==> src/rtl/gpef_pkg.sv <==
// package: constants and state type of the two shared gpio ports
package gpef_pkg;

    // ------------------------------------------------------------
    // port widths
    // ------------------------------------------------------------
    localparam int GPEF_WIDE_W = 8;
    localparam int GPEF_NARROW_W = 6;
    localparam int GPEF_DATA_W = 32;
    localparam int GPEF_ADDR_W = 8;

    // ------------------------------------------------------------
    // register indices; byte address is four times the index
    // ------------------------------------------------------------
    localparam logic [5:0] GPEF_IDX_WIDE_LATCH = 6'h08;
    localparam logic [5:0] GPEF_IDX_NARROW_LATCH = 6'h09;
    localparam logic [5:0] GPEF_IDX_WIDE_DIR = 6'h0C;
    localparam logic [5:0] GPEF_IDX_NARROW_DIR = 6'h0D;
    localparam int GPEF_IDX_LSB = 2;

    // ------------------------------------------------------------
    // reset values and default sharing masks
    // ------------------------------------------------------------
    localparam logic [7:0] GPEF_WIDE_DIR_RST = 8'h00;
    localparam logic [5:0] GPEF_NARROW_DIR_RST = 6'h00;
    localparam logic [7:0] GPEF_WIDE_TMR_MASK = 8'h1F;
    localparam logic [7:0] GPEF_WIDE_SER_MASK = 8'h60;
    localparam logic [5:0] GPEF_NARROW_SPI_MASK = 6'h0F;
    localparam logic [5:0] GPEF_NARROW_SER_MASK = 6'h30;
    localparam logic [31:0] GPEF_UNMAPPED_RD = 32'h00000000;

    // ------------------------------------------------------------
    // whole state of the port block
    // ------------------------------------------------------------
    typedef struct packed {
        logic [7:0] wlat;
        logic [7:0] wdir;
        logic [7:0] ws1;
        logic [7:0] ws2;
        logic [7:0] ws3;
        logic [7:0] wpin;
        logic [7:0] wout;
        logic [7:0] woe;
        logic [5:0] nlat;
        logic [5:0] ndir;
        logic [5:0] ns1;
        logic [5:0] ns2;
        logic [5:0] ns3;
        logic [5:0] npin;
        logic [5:0] nout;
        logic [5:0] noe;
        logic [31:0] rdata;
        logic wait_r;
    } gpef_state_s;

endpackage : gpef_pkg

==> src/rtl/gpef_ports.sv <==
// module: two shared gpio ports with an avalon-mm register slave
//
// Behaviour
// - eight writable readable latch bits, wide port
// - wide direction one drives pin, zero floats
// - reset clears all wide direction bits
// - wide read: latch if output, pin if input
// - data writes with byte lane 0 enabled update the latch
// - writing input-pin latch leaves read pin unchanged
// - reset leaves both data latches untouched
// - timer-owned wide pins take timer direction
// - direction bit still selects readback source
// - wide port: five timer, two serial pins
// - six latch bits for narrow port
// - narrow direction one drives pin, zero floats
// - reset clears all narrow direction bits
// - narrow read: latch if output, pin if input
// - spi or serial owns narrow pin direction
// - narrow direction still selects readback source
// - narrow port: four spi, two serial pins
`timescale 1ns/100ps

module gpef_ports
    import gpef_pkg::*;
#(
    parameter logic [7:0] P_WIDE_TMR_MASK = GPEF_WIDE_TMR_MASK,
    parameter logic [7:0] P_WIDE_SER_MASK = GPEF_WIDE_SER_MASK,
    parameter logic [5:0] P_NARROW_SPI_MASK = GPEF_NARROW_SPI_MASK,
    parameter logic [5:0] P_NARROW_SER_MASK = GPEF_NARROW_SER_MASK
)
(
    input wire logic i_clk_sys,
    input wire logic i_srst,
    input wire logic i_ce,
    input wire logic [7:0] i_avs_address,
    input wire logic i_avs_read,
    input wire logic i_avs_write,
    input wire logic [31:0] i_avs_writedata,
    input wire logic [3:0] i_avs_byteenable,
    output logic [31:0] o_avs_readdata,
    output logic o_avs_waitrequest,
    input wire logic [7:0] i_wide_pin,
    output logic [7:0] o_wide_pin,
    output logic [7:0] o_wide_pin_oe,
    input wire logic [7:0] i_wide_tmr_own,
    input wire logic [7:0] i_wide_tmr_out,
    input wire logic [7:0] i_wide_tmr_oe,
    input wire logic [7:0] i_wide_ser_own,
    input wire logic [7:0] i_wide_ser_out,
    input wire logic [7:0] i_wide_ser_oe,
    output logic [7:0] o_wide_pin_level,
    input wire logic [5:0] i_narrow_pin,
    output logic [5:0] o_narrow_pin,
    output logic [5:0] o_narrow_pin_oe,
    input wire logic [5:0] i_narrow_spi_own,
    input wire logic [5:0] i_narrow_spi_out,
    input wire logic [5:0] i_narrow_spi_oe,
    input wire logic [5:0] i_narrow_ser_own,
    input wire logic [5:0] i_narrow_ser_out,
    input wire logic [5:0] i_narrow_ser_oe,
    output logic [5:0] o_narrow_pin_level
);

    // ------------------------------------------------------------
    // helper functions
    // ------------------------------------------------------------

    // peripheral a wins over b, else the port's own value
    function automatic logic [7:0] gpef_pick(
        input logic [7:0] own_a,
        input logic [7:0] val_a,
        input logic [7:0] own_b,
        input logic [7:0] val_b,
        input logic [7:0] dflt
    );
        gpef_pick = (own_a & val_a) | (~own_a & own_b & val_b)
            | (~own_a & ~own_b & dflt);
    endfunction : gpef_pick

    // readback: latch for output bits, pin for input bits
    function automatic logic [7:0] gpef_rdmix(
        input logic [7:0] lat,
        input logic [7:0] dir,
        input logic [7:0] pin
    );
        gpef_rdmix = (lat & dir) | (pin & ~dir);
    endfunction : gpef_rdmix

    // a bit follows its synchroniser only once stages 2 and 3 agree
    function automatic logic [7:0] gpef_filt(
        input logic [7:0] s2,
        input logic [7:0] s3,
        input logic [7:0] held
    );
        gpef_filt = (~(s2 ^ s3) & s2) | ((s2 ^ s3) & held);
    endfunction : gpef_filt

    // ------------------------------------------------------------
    // state and decode
    // ------------------------------------------------------------
    gpef_state_s st_reg;
    gpef_state_s st_next;
    logic [7:0] wide_own_t;
    logic [7:0] wide_own_s;
    logic [7:0] nar_own_a;
    logic [7:0] nar_own_b;
    logic [5:0] bus_idx;
    logic bus_req;
    logic bus_commit;
    logic wr_lane0;

    // sharing masks limit which pins each peripheral may claim
    assign wide_own_t = i_wide_tmr_own & P_WIDE_TMR_MASK;
    assign wide_own_s = i_wide_ser_own & P_WIDE_SER_MASK;
    assign nar_own_a = {2'h0, i_narrow_spi_own & P_NARROW_SPI_MASK};
    assign nar_own_b = {2'h0, i_narrow_ser_own & P_NARROW_SER_MASK};

    // bus commits only in the cycle waitrequest is seen low
    assign bus_idx = i_avs_address[GPEF_ADDR_W-1:GPEF_IDX_LSB];
    assign bus_req = i_avs_read | i_avs_write;
    assign bus_commit = bus_req & ~st_reg.wait_r;
    assign wr_lane0 = i_avs_write & bus_commit & i_avs_byteenable[0];

    // ------------------------------------------------------------
    // next state
    // ------------------------------------------------------------

    // one wait cycle per access keeps readdata registered
    always_comb
    begin
        logic [7:0] nlat8;
        logic [7:0] ndir8;
        logic [7:0] npin8;
        nlat8 = {2'h0, st_reg.nlat};
        ndir8 = {2'h0, st_reg.ndir};
        npin8 = {2'h0, st_reg.npin};
        st_next = st_reg;
        // three-stage pin sampling; stage 1 feeds only stage 2
        st_next.ws1 = i_wide_pin;
        st_next.ws2 = st_reg.ws1;
        st_next.ws3 = st_reg.ws2;
        st_next.wpin = gpef_filt(st_reg.ws2, st_reg.ws3, st_reg.wpin);
        st_next.ns1 = i_narrow_pin;
        st_next.ns2 = st_reg.ns1;
        st_next.ns3 = st_reg.ns2;
        st_next.npin = 6'(gpef_filt({2'h0, st_reg.ns2},
            {2'h0, st_reg.ns3}, npin8));
        // latch writes ignore direction; pins keep being sampled
        if (wr_lane0 && bus_idx == GPEF_IDX_WIDE_LATCH)
        begin
            st_next.wlat = i_avs_writedata[7:0];
        end
        if (wr_lane0 && bus_idx == GPEF_IDX_NARROW_LATCH)
        begin
            st_next.nlat = i_avs_writedata[5:0];
        end
        if (wr_lane0 && bus_idx == GPEF_IDX_WIDE_DIR)
        begin
            st_next.wdir = i_avs_writedata[7:0];
        end
        if (wr_lane0 && bus_idx == GPEF_IDX_NARROW_DIR)
        begin
            st_next.ndir = i_avs_writedata[5:0];
        end
        // pin drive: owner peripheral first, else latch and direction
        st_next.wout = gpef_pick(wide_own_t, i_wide_tmr_out,
            wide_own_s, i_wide_ser_out,
            st_reg.wlat & st_reg.wdir);
        st_next.woe = gpef_pick(wide_own_t, i_wide_tmr_oe,
            wide_own_s, i_wide_ser_oe, st_reg.wdir);
        st_next.nout = 6'(gpef_pick(nar_own_a, {2'h0, i_narrow_spi_out},
            nar_own_b, {2'h0, i_narrow_ser_out}, nlat8 & ndir8));
        st_next.noe = 6'(gpef_pick(nar_own_a, {2'h0, i_narrow_spi_oe},
            nar_own_b, {2'h0, i_narrow_ser_oe}, ndir8));
        // handshake: drop waitrequest for one cycle, then raise again
        if (st_reg.wait_r && bus_req)
        begin
            st_next.wait_r = 1'b0;
            case (bus_idx)
                GPEF_IDX_WIDE_LATCH:
                    st_next.rdata = {24'h000000, gpef_rdmix(st_reg.wlat,
                        st_reg.wdir, st_reg.wpin)};
                GPEF_IDX_NARROW_LATCH:
                    st_next.rdata = {24'h000000, gpef_rdmix(nlat8,
                        ndir8, npin8)};
                GPEF_IDX_WIDE_DIR:
                    st_next.rdata = {24'h000000, st_reg.wdir};
                GPEF_IDX_NARROW_DIR:
                    st_next.rdata = {26'h0000000, st_reg.ndir};
                default:
                    st_next.rdata = GPEF_UNMAPPED_RD;
            endcase
        end
        else
        begin
            st_next.wait_r = 1'b1;
        end
        // reset clears direction and bus state but not the latches
        if (i_srst)
        begin
            st_next.wdir = GPEF_WIDE_DIR_RST;
            st_next.ndir = GPEF_NARROW_DIR_RST;
            st_next.ws1 = 8'h00;
            st_next.ws2 = 8'h00;
            st_next.ws3 = 8'h00;
            st_next.wpin = 8'h00;
            st_next.ns1 = 6'h00;
            st_next.ns2 = 6'h00;
            st_next.ns3 = 6'h00;
            st_next.npin = 6'h00;
            st_next.wout = 8'h00;
            st_next.woe = 8'h00;
            st_next.nout = 6'h00;
            st_next.noe = 6'h00;
            st_next.rdata = 32'h00000000;
            st_next.wait_r = 1'b1;
        end
    end

    // ------------------------------------------------------------
    // state register
    // ------------------------------------------------------------

    // reset acts even while the clock enable is low
    always_ff @(posedge i_clk_sys)
    begin
        if (i_srst || i_ce)
        begin
            st_reg <= st_next;
        end
    end

    // outputs straight from the state register
    assign o_avs_readdata = st_reg.rdata;
    assign o_avs_waitrequest = st_reg.wait_r;
    assign o_wide_pin = st_reg.wout;
    assign o_wide_pin_oe = st_reg.woe;
    assign o_wide_pin_level = st_reg.wpin;
    assign o_narrow_pin = st_reg.nout;
    assign o_narrow_pin_oe = st_reg.noe;
    assign o_narrow_pin_level = st_reg.npin;
endmodule : gpef_ports

==> config.mk <==
export PLATFORM = sky130hd
export DESIGN_NAME = gpef_ports
export DESIGN_NICKNAME = d
export VERILOG_FILES = /design/src/rtl/gpef_pkg.sv /design/src/rtl/gpef_ports.sv
export SDC_FILE = /design/constraint.sdc
export NUM_CORES = 1
export LEC_CHECK = 0
export BUFFER_PORTS_ARGS = -buffer_cell sky130_fd_sc_hd__buf_2
export CORE_AREA = 2 2 116 118
export DETAILED_ROUTE_END_ITERATION = 10
export DIE_AREA = 0 0 118 120
export PLACE_DENSITY_LB_ADDON = 0.25
export SLEW_MARGIN = 20
export SYNTH_ARGS = -nofsm -noshare
export SYNTH_HDL_FRONTEND = slang
export SYNTH_SLANG_ARGS = --single-unit
export TNS_END_PERCENT = 1
==> constraint.sdc <==
create_clock -name i_clk_sys -period 3.3 [get_ports i_clk_sys]
set_clock_uncertainty 0.2 [all_clocks]
set_input_delay 0.495 -clock i_clk_sys [delete_from_list [all_inputs] [get_ports i_clk_sys]]
set_output_delay 0.495 -clock i_clk_sys [all_outputs]
set_load 0.01 [all_outputs]
Word level (Yosys, flattened, before mapping)
Index checks and enable logic that the tools add are counted.
{"block": "totals", "out_inout_bits": 75, "register_bits": 145}
{"block": "op_classes", "mux": 5, "n_eq_ne": 4, "n_reduce_logical": 14, "n_bitwise": 51}
{"operator": "$and A8 B8 Y8", "count": 9}
{"operator": "$and A6 B6 Y6", "count": 9}
{"operator": "$or A8 B8 Y8", "count": 6}
{"operator": "$mux W32", "count": 1}
{"operator": "$pmux W8 S4", "count": 1}
{"operator": "$or A6 B6 Y6", "count": 5}
{"operator": "$eq A6 B4 Y1 const B", "count": 4}
{"operator": "$and A5 B8 Y8", "count": 2}
{"operator": "$not A8 Y8", "count": 2}
{"operator": "$and A4 B6 Y6", "count": 2}
{"operator": "$not A6 Y6", "count": 2}
{"operator": "$reduce_and A2 Y1", "count": 5}
{"operator": "$and A6 B8 Y8", "count": 1}
{"operator": "$and A8 B7 Y8", "count": 1}
{"operator": "$mux W8", "count": 1}
{"operator": "$not A5 Y8", "count": 1}
{"operator": "$not A6 Y8", "count": 1}
{"operator": "$not A7 Y8", "count": 1}
{"operator": "$or A6 B8 Y8", "count": 1}
{"operator": "$xor A8 B8 Y8", "count": 1}
{"operator": "$mux W6", "count": 1}
{"operator": "$not A4 Y6", "count": 1}
{"operator": "$reduce_bool A2 Y1", "count": 3}
{"operator": "$xor A6 B6 Y6", "count": 1}
{"operator": "other kinds (6)", "count": 12}

Longest topological paths before layout
Gate-level depths: netlist of the first run.
{"block": "logic_depth", "word_depth": 7, "depth_mapped": 5, "depth_no_buf": 3}

Worst setup path after synthesis of the first run
Ideal clock, no wire load.
{"block": "synth_path", "path_kind": "in2reg", "from": "in i_ce", "to": "reg st_reg, in the netlist o_avs_waitrequest (enable)", "slack_ns": 0.432, "arrival_time_ns": 2.229, "required_ns": 2.661, "stages": 2, "cell_sequence": "nor2_1 > inv_1"}
{"block": "synth_between", "elab_chain_len": 1}
{"element": "from (decl)", "line_no": "gpef_ports.sv:34", "text": "input wire logic i_ce,"}
{"element": "$logic_or A1 B1 Y1", "line_no": "gpef_ports.sv:227", "text": "if (i_srst || i_ce)"}
{"element": "to (signal assigned)", "line_no": "gpef_ports.sv:229", "text": "st_reg <= st_next;"}
{"element": "to (decl)", "line_no": "gpef_ports.sv:101", "text": "gpef_state_s st_reg;"}
No other way between the ends.
A chain may end at the register's enable or synchronous reset.

Worst setup path in the final report of the first run
{"block": "layout_path", "from": "in i_ce", "to": "reg st_reg, in the netlist o_wide_pin_oe[3] (enable)"}
The elaborated chain is that of the path after synthesis.

==> out/qor.txt, run 1 <==
data required time at the worst endpoint: 3.23 ns
Placement Cell Area: 6017 sq um
data arrival at the endpoint of the critical path: 2.15 ns
maximum number of pins on one net before global-route repair: 97
Layout area overhead: 15.78%
startpoint of the lowest-slack register-to-register path: o_avs_waitrequest
sequential element share of the synthesized area: 64.36%
worst supply voltage drop on vdd: 0.2858 mV
flop and latch count out of synthesis: 121
unrepaired setup endpoints after global routing: no
register-to-register path setup slack: 1.30 ns
Max-cap violations: 0
Synth Warn #: 0
die span in y: 120 um
leakage power: 2.636 nW
area of all placed cells without fillers: 6536 sq um
flip-flop count of the largest register after layout: 70
Worst Min Path Start: i_avs_writedata[6]
synthesized netlist cell count: 432
insertion delay of the later-clocked pin in the worst-skew pair: 0.41 ns
largest stage delay on the critical path: 0.67 ns
Top Family by Delay on Critical Path: buffers and inverters
number of buffers inserted by hold repair at cts: 0
slew at the pin closest to its max-slew limit: 0.9778 ns
crit-path max FO: 49
global-route wire length before repair: 16.84 mm
number of top-level pins: 222
synthesized cell area: 5645 sq um
Yosys top cell area share: 64.36%
Setup crit end kind: flip-flop
Port-buffer cells: 123
H-Tree Depth: 4
clock sinks: 121
DR iter-0 viols: 175
outcome: finished, final reports clean
proportion of layout cells with a drive suffix above 1: 31.88%
hold-critical path depth: 1
end of the worst register-to-register path: o_avs_readdata[3]
number of library cell types mapped by synthesis: 30
average wire per cell in the routed design: 15.35 um
Slew headroom: 34.68%
achievable clock frequency: 451.3 MHz
chain of cells forming the critical path: buf_2 -> nor2_1 -> clkinv_2 -> buf_12
via count: 3324
average cell area after synthesis: 13.07 sq um
post-synth top area cell: sky130_fd_sc_hd__edfxtp_1
kind of critical path: primary input to flip-flop
final wirelength: 10.79 mm
largest cells by area after synthesis: sky130_fd_sc_hd__edfxtp_1, sky130_fd_sc_hd__buf_4, sky130_fd_sc_hd__nor2b_1
worst-case clock buffer depth: 2
non-filler cells, final: 703
Detailed Routing Iterations Pass 1: 4
number of max-slew violations in the final report: 0
setup ws final: 1.084 ns
final worst path period share: 67.15%
total grt overflow: 0
power density relative to cell area: 580.4 nW/um^2
clock transition at the registers of the reported paths: 0.05 ns
Final Hold Violating Endpoints: 0
total half-perimeter wirelength after legalization and detailed placement: 7.407 mm
post-placement cell count: 671
DR DRC count: 0
floorplan die width: 118 um
Routability Congestion: 0.7643
master of the slowest instance on the critical path: sky130_fd_sc_hd__clkinv_2
Post-Place Worst Slack: 0.6609 ns
ranking of synthesized cells by instance count: sky130_fd_sc_hd__edfxtp_1, sky130_fd_sc_hd__buf_4, sky130_fd_sc_hd__nor2b_1
CP bufs+invs: 3
Antenna Cells: 0
number of cells on the worst reg-to-reg path: 2
TritonCTS clock tree: done
remaining number of nets flagged by the antenna check after routing: 0
Tot GR Track Use: 15.73%
Post-layout nets: 661
Setup Fix Bufs, Post-CTS: 0
count of fill cells added during filler insertion: 1155
primary flip-flop cell chosen by synthesis mapping: sky130_fd_sc_hd__edfxtp_1
Vias per Instance: 4.728
cell row count: 42
number of setup violations in the final report: 0
floorplan core area: 12980 sq um
number of synthesized flops with an enable pin: 121
sort of element at the start of the critical path: primary input
shortest period the worst path allows: 2.216 ns
initial core utilization: 43.49%
vias in the first global route: 3217
top-count cell post-synth: sky130_fd_sc_hd__edfxtp_1
CTS-repair resized insts: 0
Core Util, Final: 50.36%
number of antenna violations at the first check in global routing: 0
die area: 14160 sq um
total negative slack for setup checks: 0 ns
CTS root buffer: sky130_fd_sc_hd__clkbuf_16
end of the worst hold path: st_reg[143]
Synth async-reset ratio: 0%
min-delay worst type: primary input to flip-flop
Inserted Clock Buffers: 17
[where the power goes]
part,leakage (nW),switching (mW),internal [mW]
Sequential,1.28,0.0549,1.82
Clock,0.266,0.612,1.01
Combinational,1.09,0.171,0.129
[per-stage QoR]
stage                     power, mW  hold slack, ns
after floorplan               2.137          0.3091
after CTS                     3.835         0.06114
after detailed placement      2.207          0.3231
after global routing          3.929         0.06803
final                         3.794         0.07934
after global placement        2.196          0.3129
[kinds of logic (layout without fill, tap and decap cells)]
kind of cell	Yosys count	in the layout	synth area share (%)
compound gates	67	67	7.114
mux	24	24	4.499
flops	121	121	64.36
other cells	1	24	0.06643
simple gates	128	128	12.94
buf+inv	91	163	11.01
[metal layers]
layer  up-vias  GRT usage [%]  part of all wire (%)
met1      1576          20.21                    43
li1       1625              -                     -
met2       110          25.07                    49
met5         -              0                     0
met4         0          6.852                   1.4
met3        13          4.373                   5.8
[area by class of cell]
class | count | area [sq um] | area share, %
clock inverter | 13 | 86.33 | 1.321
inverter | 3 | 12.51 | 0.1914
sequential | 121 | 3633 | 55.59
multi-input combinational | 243 | 1483 | 22.68
tap | 176 | 220.2 | 3.369
timing repair buffer | 128 | 668.1 | 10.22
clock buffer | 19 | 432.9 | 6.623
[worst reg2reg max path: cells and delay by family, from the launching register on]
kind	cells	cell delay, ns
DFF	1	0.47
AOI/OAI and AO/OA	2	0.94
[placed cells by master (no fill, tap or decap)]
cell type                   instances
sky130_fd_sc_hd__mux2i_1           13
sky130_fd_sc_hd__o21a_1             1
sky130_fd_sc_hd__buf_2            122
sky130_fd_sc_hd__mux2_1             5
sky130_fd_sc_hd__nor4_2             1
sky130_fd_sc_hd__o21ai_0           17
sky130_fd_sc_hd__clkbuf_1           2
sky130_fd_sc_hd__a211oi_2           2
sky130_fd_sc_hd__clkinv_1           3
sky130_fd_sc_hd__a32oi_1           10
sky130_fd_sc_hd__o21bai_1           1
sky130_fd_sc_hd__nor3b_1            1
sky130_fd_sc_hd__or2_2              1
sky130_fd_sc_hd__nor2_1            17
sky130_fd_sc_hd__nand3_1            2
sky130_fd_sc_hd__inv_1              2
sky130_fd_sc_hd__nor4b_4            2
sky130_fd_sc_hd__bufinv_16          1
sky130_fd_sc_hd__clkinv_2          10
sky130_fd_sc_hd__nand2b_1           1
sky130_fd_sc_hd__a31oi_1            1
sky130_fd_sc_hd__o21ai_1            1
sky130_fd_sc_hd__nand2_1           31
sky130_fd_sc_hd__buf_4              5
sky130_fd_sc_hd__conb_1            24
sky130_fd_sc_hd__buf_12             1
sky130_fd_sc_hd__nor2b_1           57
sky130_fd_sc_hd__a21oi_1           32
sky130_fd_sc_hd__and2_1             2
sky130_fd_sc_hd__clkbuf_16         17
sky130_fd_sc_hd__mux2_2             6
sky130_fd_sc_hd__edfxtp_1         121
sky130_fd_sc_hd__a31o_1             2
sky130_fd_sc_hd__nand3b_1          13
[worst max-delay path by stage]
stage	startpoint	to	slack, ns	depth (start not counted)
2_1_floorplan	i_ce	o_avs_waitrequest	0.43	2
3_3_place_gp	i_ce	o_wide_pin_level[2]	0.72	4
3_5_place_dp	i_ce	o_wide_pin_level[1]	0.66	4
4_1_cts	i_ce	o_wide_pin_level[1]	1.10	4
5_1_grt	i_ce	o_wide_pin_oe[3]	0.99	4
6_report	i_ce	o_wide_pin_oe[3]	1.08	4
Power figures use the tool's default switching activity.
==> inputs of run 2 (changes only) <==
Clock period 3.3 ns to 2.1 ns, I/O delays scaled along.
==> out/qor.txt, run 2 (synthesis results as in run 1) <==
outcome: finished, final reports clean
final worst path period share: 83.02%
number of setup violations in the final report: 0 (unchanged)
insertion delay of the later-clocked pin in the worst-skew pair: 0.41 ns (about the same)
sort of element at the start of the critical path: flip-flop
number of top-level pins: 222 (unchanged)
Multi-input gate area: 1490 sq um (+0.51%)
min-delay worst type: primary input to flip-flop
maximum number of pins on one net before global-route repair: 84 (-13%)
average wire per cell in the routed design: 15.14 um (-1.4%)
clock transition at the registers of the reported paths: 0.05 ns (about the same)
slew at the pin closest to its max-slew limit: 0.5006 ns (-0.4771 ns)
flip-flop and latch area: 3633 sq um (unchanged)
TritonCTS clock tree: done
number of max-slew violations in the final report: 0 (unchanged)
Placement Cell Area: 6087 sq um (+1.2%)
data required time at the worst endpoint: 1.97 ns (-1.26 ns)
Slew headroom: 66.62% (+32 points)
Routability Congestion: 0.7598 (-0.59%)
most common library cell in the layout ignoring fill and taps: sky130_fd_sc_hd__buf_2
die area: 14160 sq um (unchanged)
crit-path max FO: 6 (-88%)
start point of the critical path: o_avs_waitrequest
Port-buffer cells: 123 (unchanged)
Detailed Routing Iterations Pass 1: 4 (unchanged)
area of all placed cells without fillers: 6847 sq um (+4.7%)
Layout area overhead: 21.28%
via count: 3477 (+4.6%)
DR DRC count: 0 (unchanged)
shortest period the worst path allows: 1.743 ns
Core Util, Final: 52.75% (+2.4 points)
clock sinks: 121 (unchanged)
CTS root buffer: sky130_fd_sc_hd__clkbuf_16
total half-perimeter wirelength after legalization and detailed placement: 7.532 mm (+1.7%)
setup ws final: 0.3567 ns (-0.7273 ns)
floorplan core area: 12980 sq um (unchanged)
Post-Place Worst Slack: 0.008667 ns (-0.6523 ns)
Setup Fix Bufs, Post-CTS: 0 (unchanged)
Setup crit end kind: flip-flop
flip-flop count of the largest register after layout: 70 (unchanged)
Antenna Cells: 0 (unchanged)
achievable clock frequency: 573.6 MHz
total negative slack for setup checks: 0 ns (unchanged)
overall power of the completed layout: 6.267 mW (+65%)
Tot GR Track Use: 16.24% (+0.51 points)
data arrival at the endpoint of the critical path: 1.61 ns (-0.54 ns)
power density relative to cell area: 915.4 nW/um^2 (+58%)
Vias per Instance: 4.763 (+0.73%)
worst-case clock buffer depth: 2 (unchanged)
startpoint of the lowest-slack register-to-register path: o_avs_waitrequest
Inserted Clock Buffers: 17 (unchanged)
die span in y: 120 um (unchanged)
number of antenna violations at the first check in global routing: 0 (unchanged)
cell row count: 42 (unchanged)
floorplan die width: 118 um (unchanged)
kind of critical path: flip-flop to flip-flop
remaining number of nets flagged by the antenna check after routing: 0 (unchanged)
master of the slowest instance on the critical path: sky130_fd_sc_hd__edfxtp_1
total grt overflow: 0 (unchanged)
final wirelength: 11.05 mm (+2.4%)
crit path to: st_reg[72]
unrepaired setup endpoints after global routing: no
initial core utilization: 43.49% (unchanged)
vias in the first global route: 3339 (+3.8%)
Post-layout nets: 688 (+4.1%)
proportion of layout cells with a drive suffix above 1: 31.59% (-0.29 points)
chain of cells forming the critical path: nor4b_4 -> a31o_1
DR iter-0 viols: 214 (+22%)
Max-cap violations: 0 (unchanged)
leakage power: 2.764 nW (+4.8%)
global-route wire length before repair: 17.26 mm (+2.5%)
H-Tree Depth: 4 (unchanged)
most used cells in the layout excluding fill and tap cells: sky130_fd_sc_hd__buf_2, sky130_fd_sc_hd__edfxtp_1, sky130_fd_sc_hd__nor2b_1
largest stage delay on the critical path: 0.42 ns (-0.25 ns)
end of the worst register-to-register path: st_reg[72]
number of cells on the worst reg-to-reg path: 2 (unchanged)
worst supply voltage drop on vdd: 0.6030 mV (+110%)
register-to-register path setup slack: 0.36 ns (-0.94 ns)
count of fill cells added during filler insertion: 1144 (-0.95%)
Final Hold Violating Endpoints: 0 (unchanged)
## run 2: timing repair
item	in CTS	in global routing
setup endpoints to repair	0	0
resized for setup	0	0
endpoints found under the hold margin	26	0
hold buffers	19	0
## run 2: metrics by stage
step / hold WS (ns) / std cells
final: 0.01837 / 730
after global routing: 0.02447 / 730
after CTS: 0.004837 / 730
after detailed placement: 0.3077 / 679
after global placement: 0.3032 / 679
after floorplan: 0.2139 / 455
## run 2: worst min path at each step
| stage | end | depth (start not counted) | start |
|---|---|---|---|
| after floorplan | st_reg[137] | 0 | i_avs_writedata[0] |
| after global placement | st_reg[143] | 1 | i_avs_writedata[6] |
| after detailed placement | st_reg[143] | 1 | i_avs_writedata[6] |
| after CTS | o_wide_pin_oe[3] | 3 | i_wide_tmr_oe[3] |
| after global routing | o_narrow_pin_oe[2] | 3 | i_narrow_spi_oe[2] |
| final | st_reg[65] | 2 | i_narrow_pin[2] |
## run 2: final cells by class
| class | instances | area share, % |
|---|---|---|
| clock buffer | 21 | 6.433 |
| inverter | 3 | 0.2193 |
| sequential | 121 | 53.07 |
| multi-input combinational | 243 | 21.77 |
| clock inverter | 11 | 1.882 |
| tap | 176 | 3.216 |
| timing repair buffer | 155 | 13.41 |
## run 2: where the power goes
part / total (mW) / internal (mW) / switching [mW]
combinational: 0.514 / 0.237 / 0.277
sequential: 2.94 / 2.86 / 0.0878
clock: 2.81 / 1.84 / 0.971
## run 2: routing by layer
metal  part of all wire, %  vias to the layer above  wire length [um]  GRT usage [%]
li1                      -                     1677                 -              -
met1                    44                     1648              4813          20.56
met2                    47                      129              5226          24.64
met3                   6.5                       23               718          5.466
met4                   2.7                        0               294          8.886
met5                     0                        -                 0              0
## run 2: critical path: cells and delay by family (launching register included)
kind / cells / cell delay (ns)
DFF: 1 / 0.42
and+or+nand+nor: 1 / 0.36
AOI/OAI and AO/OA: 1 / 0.42
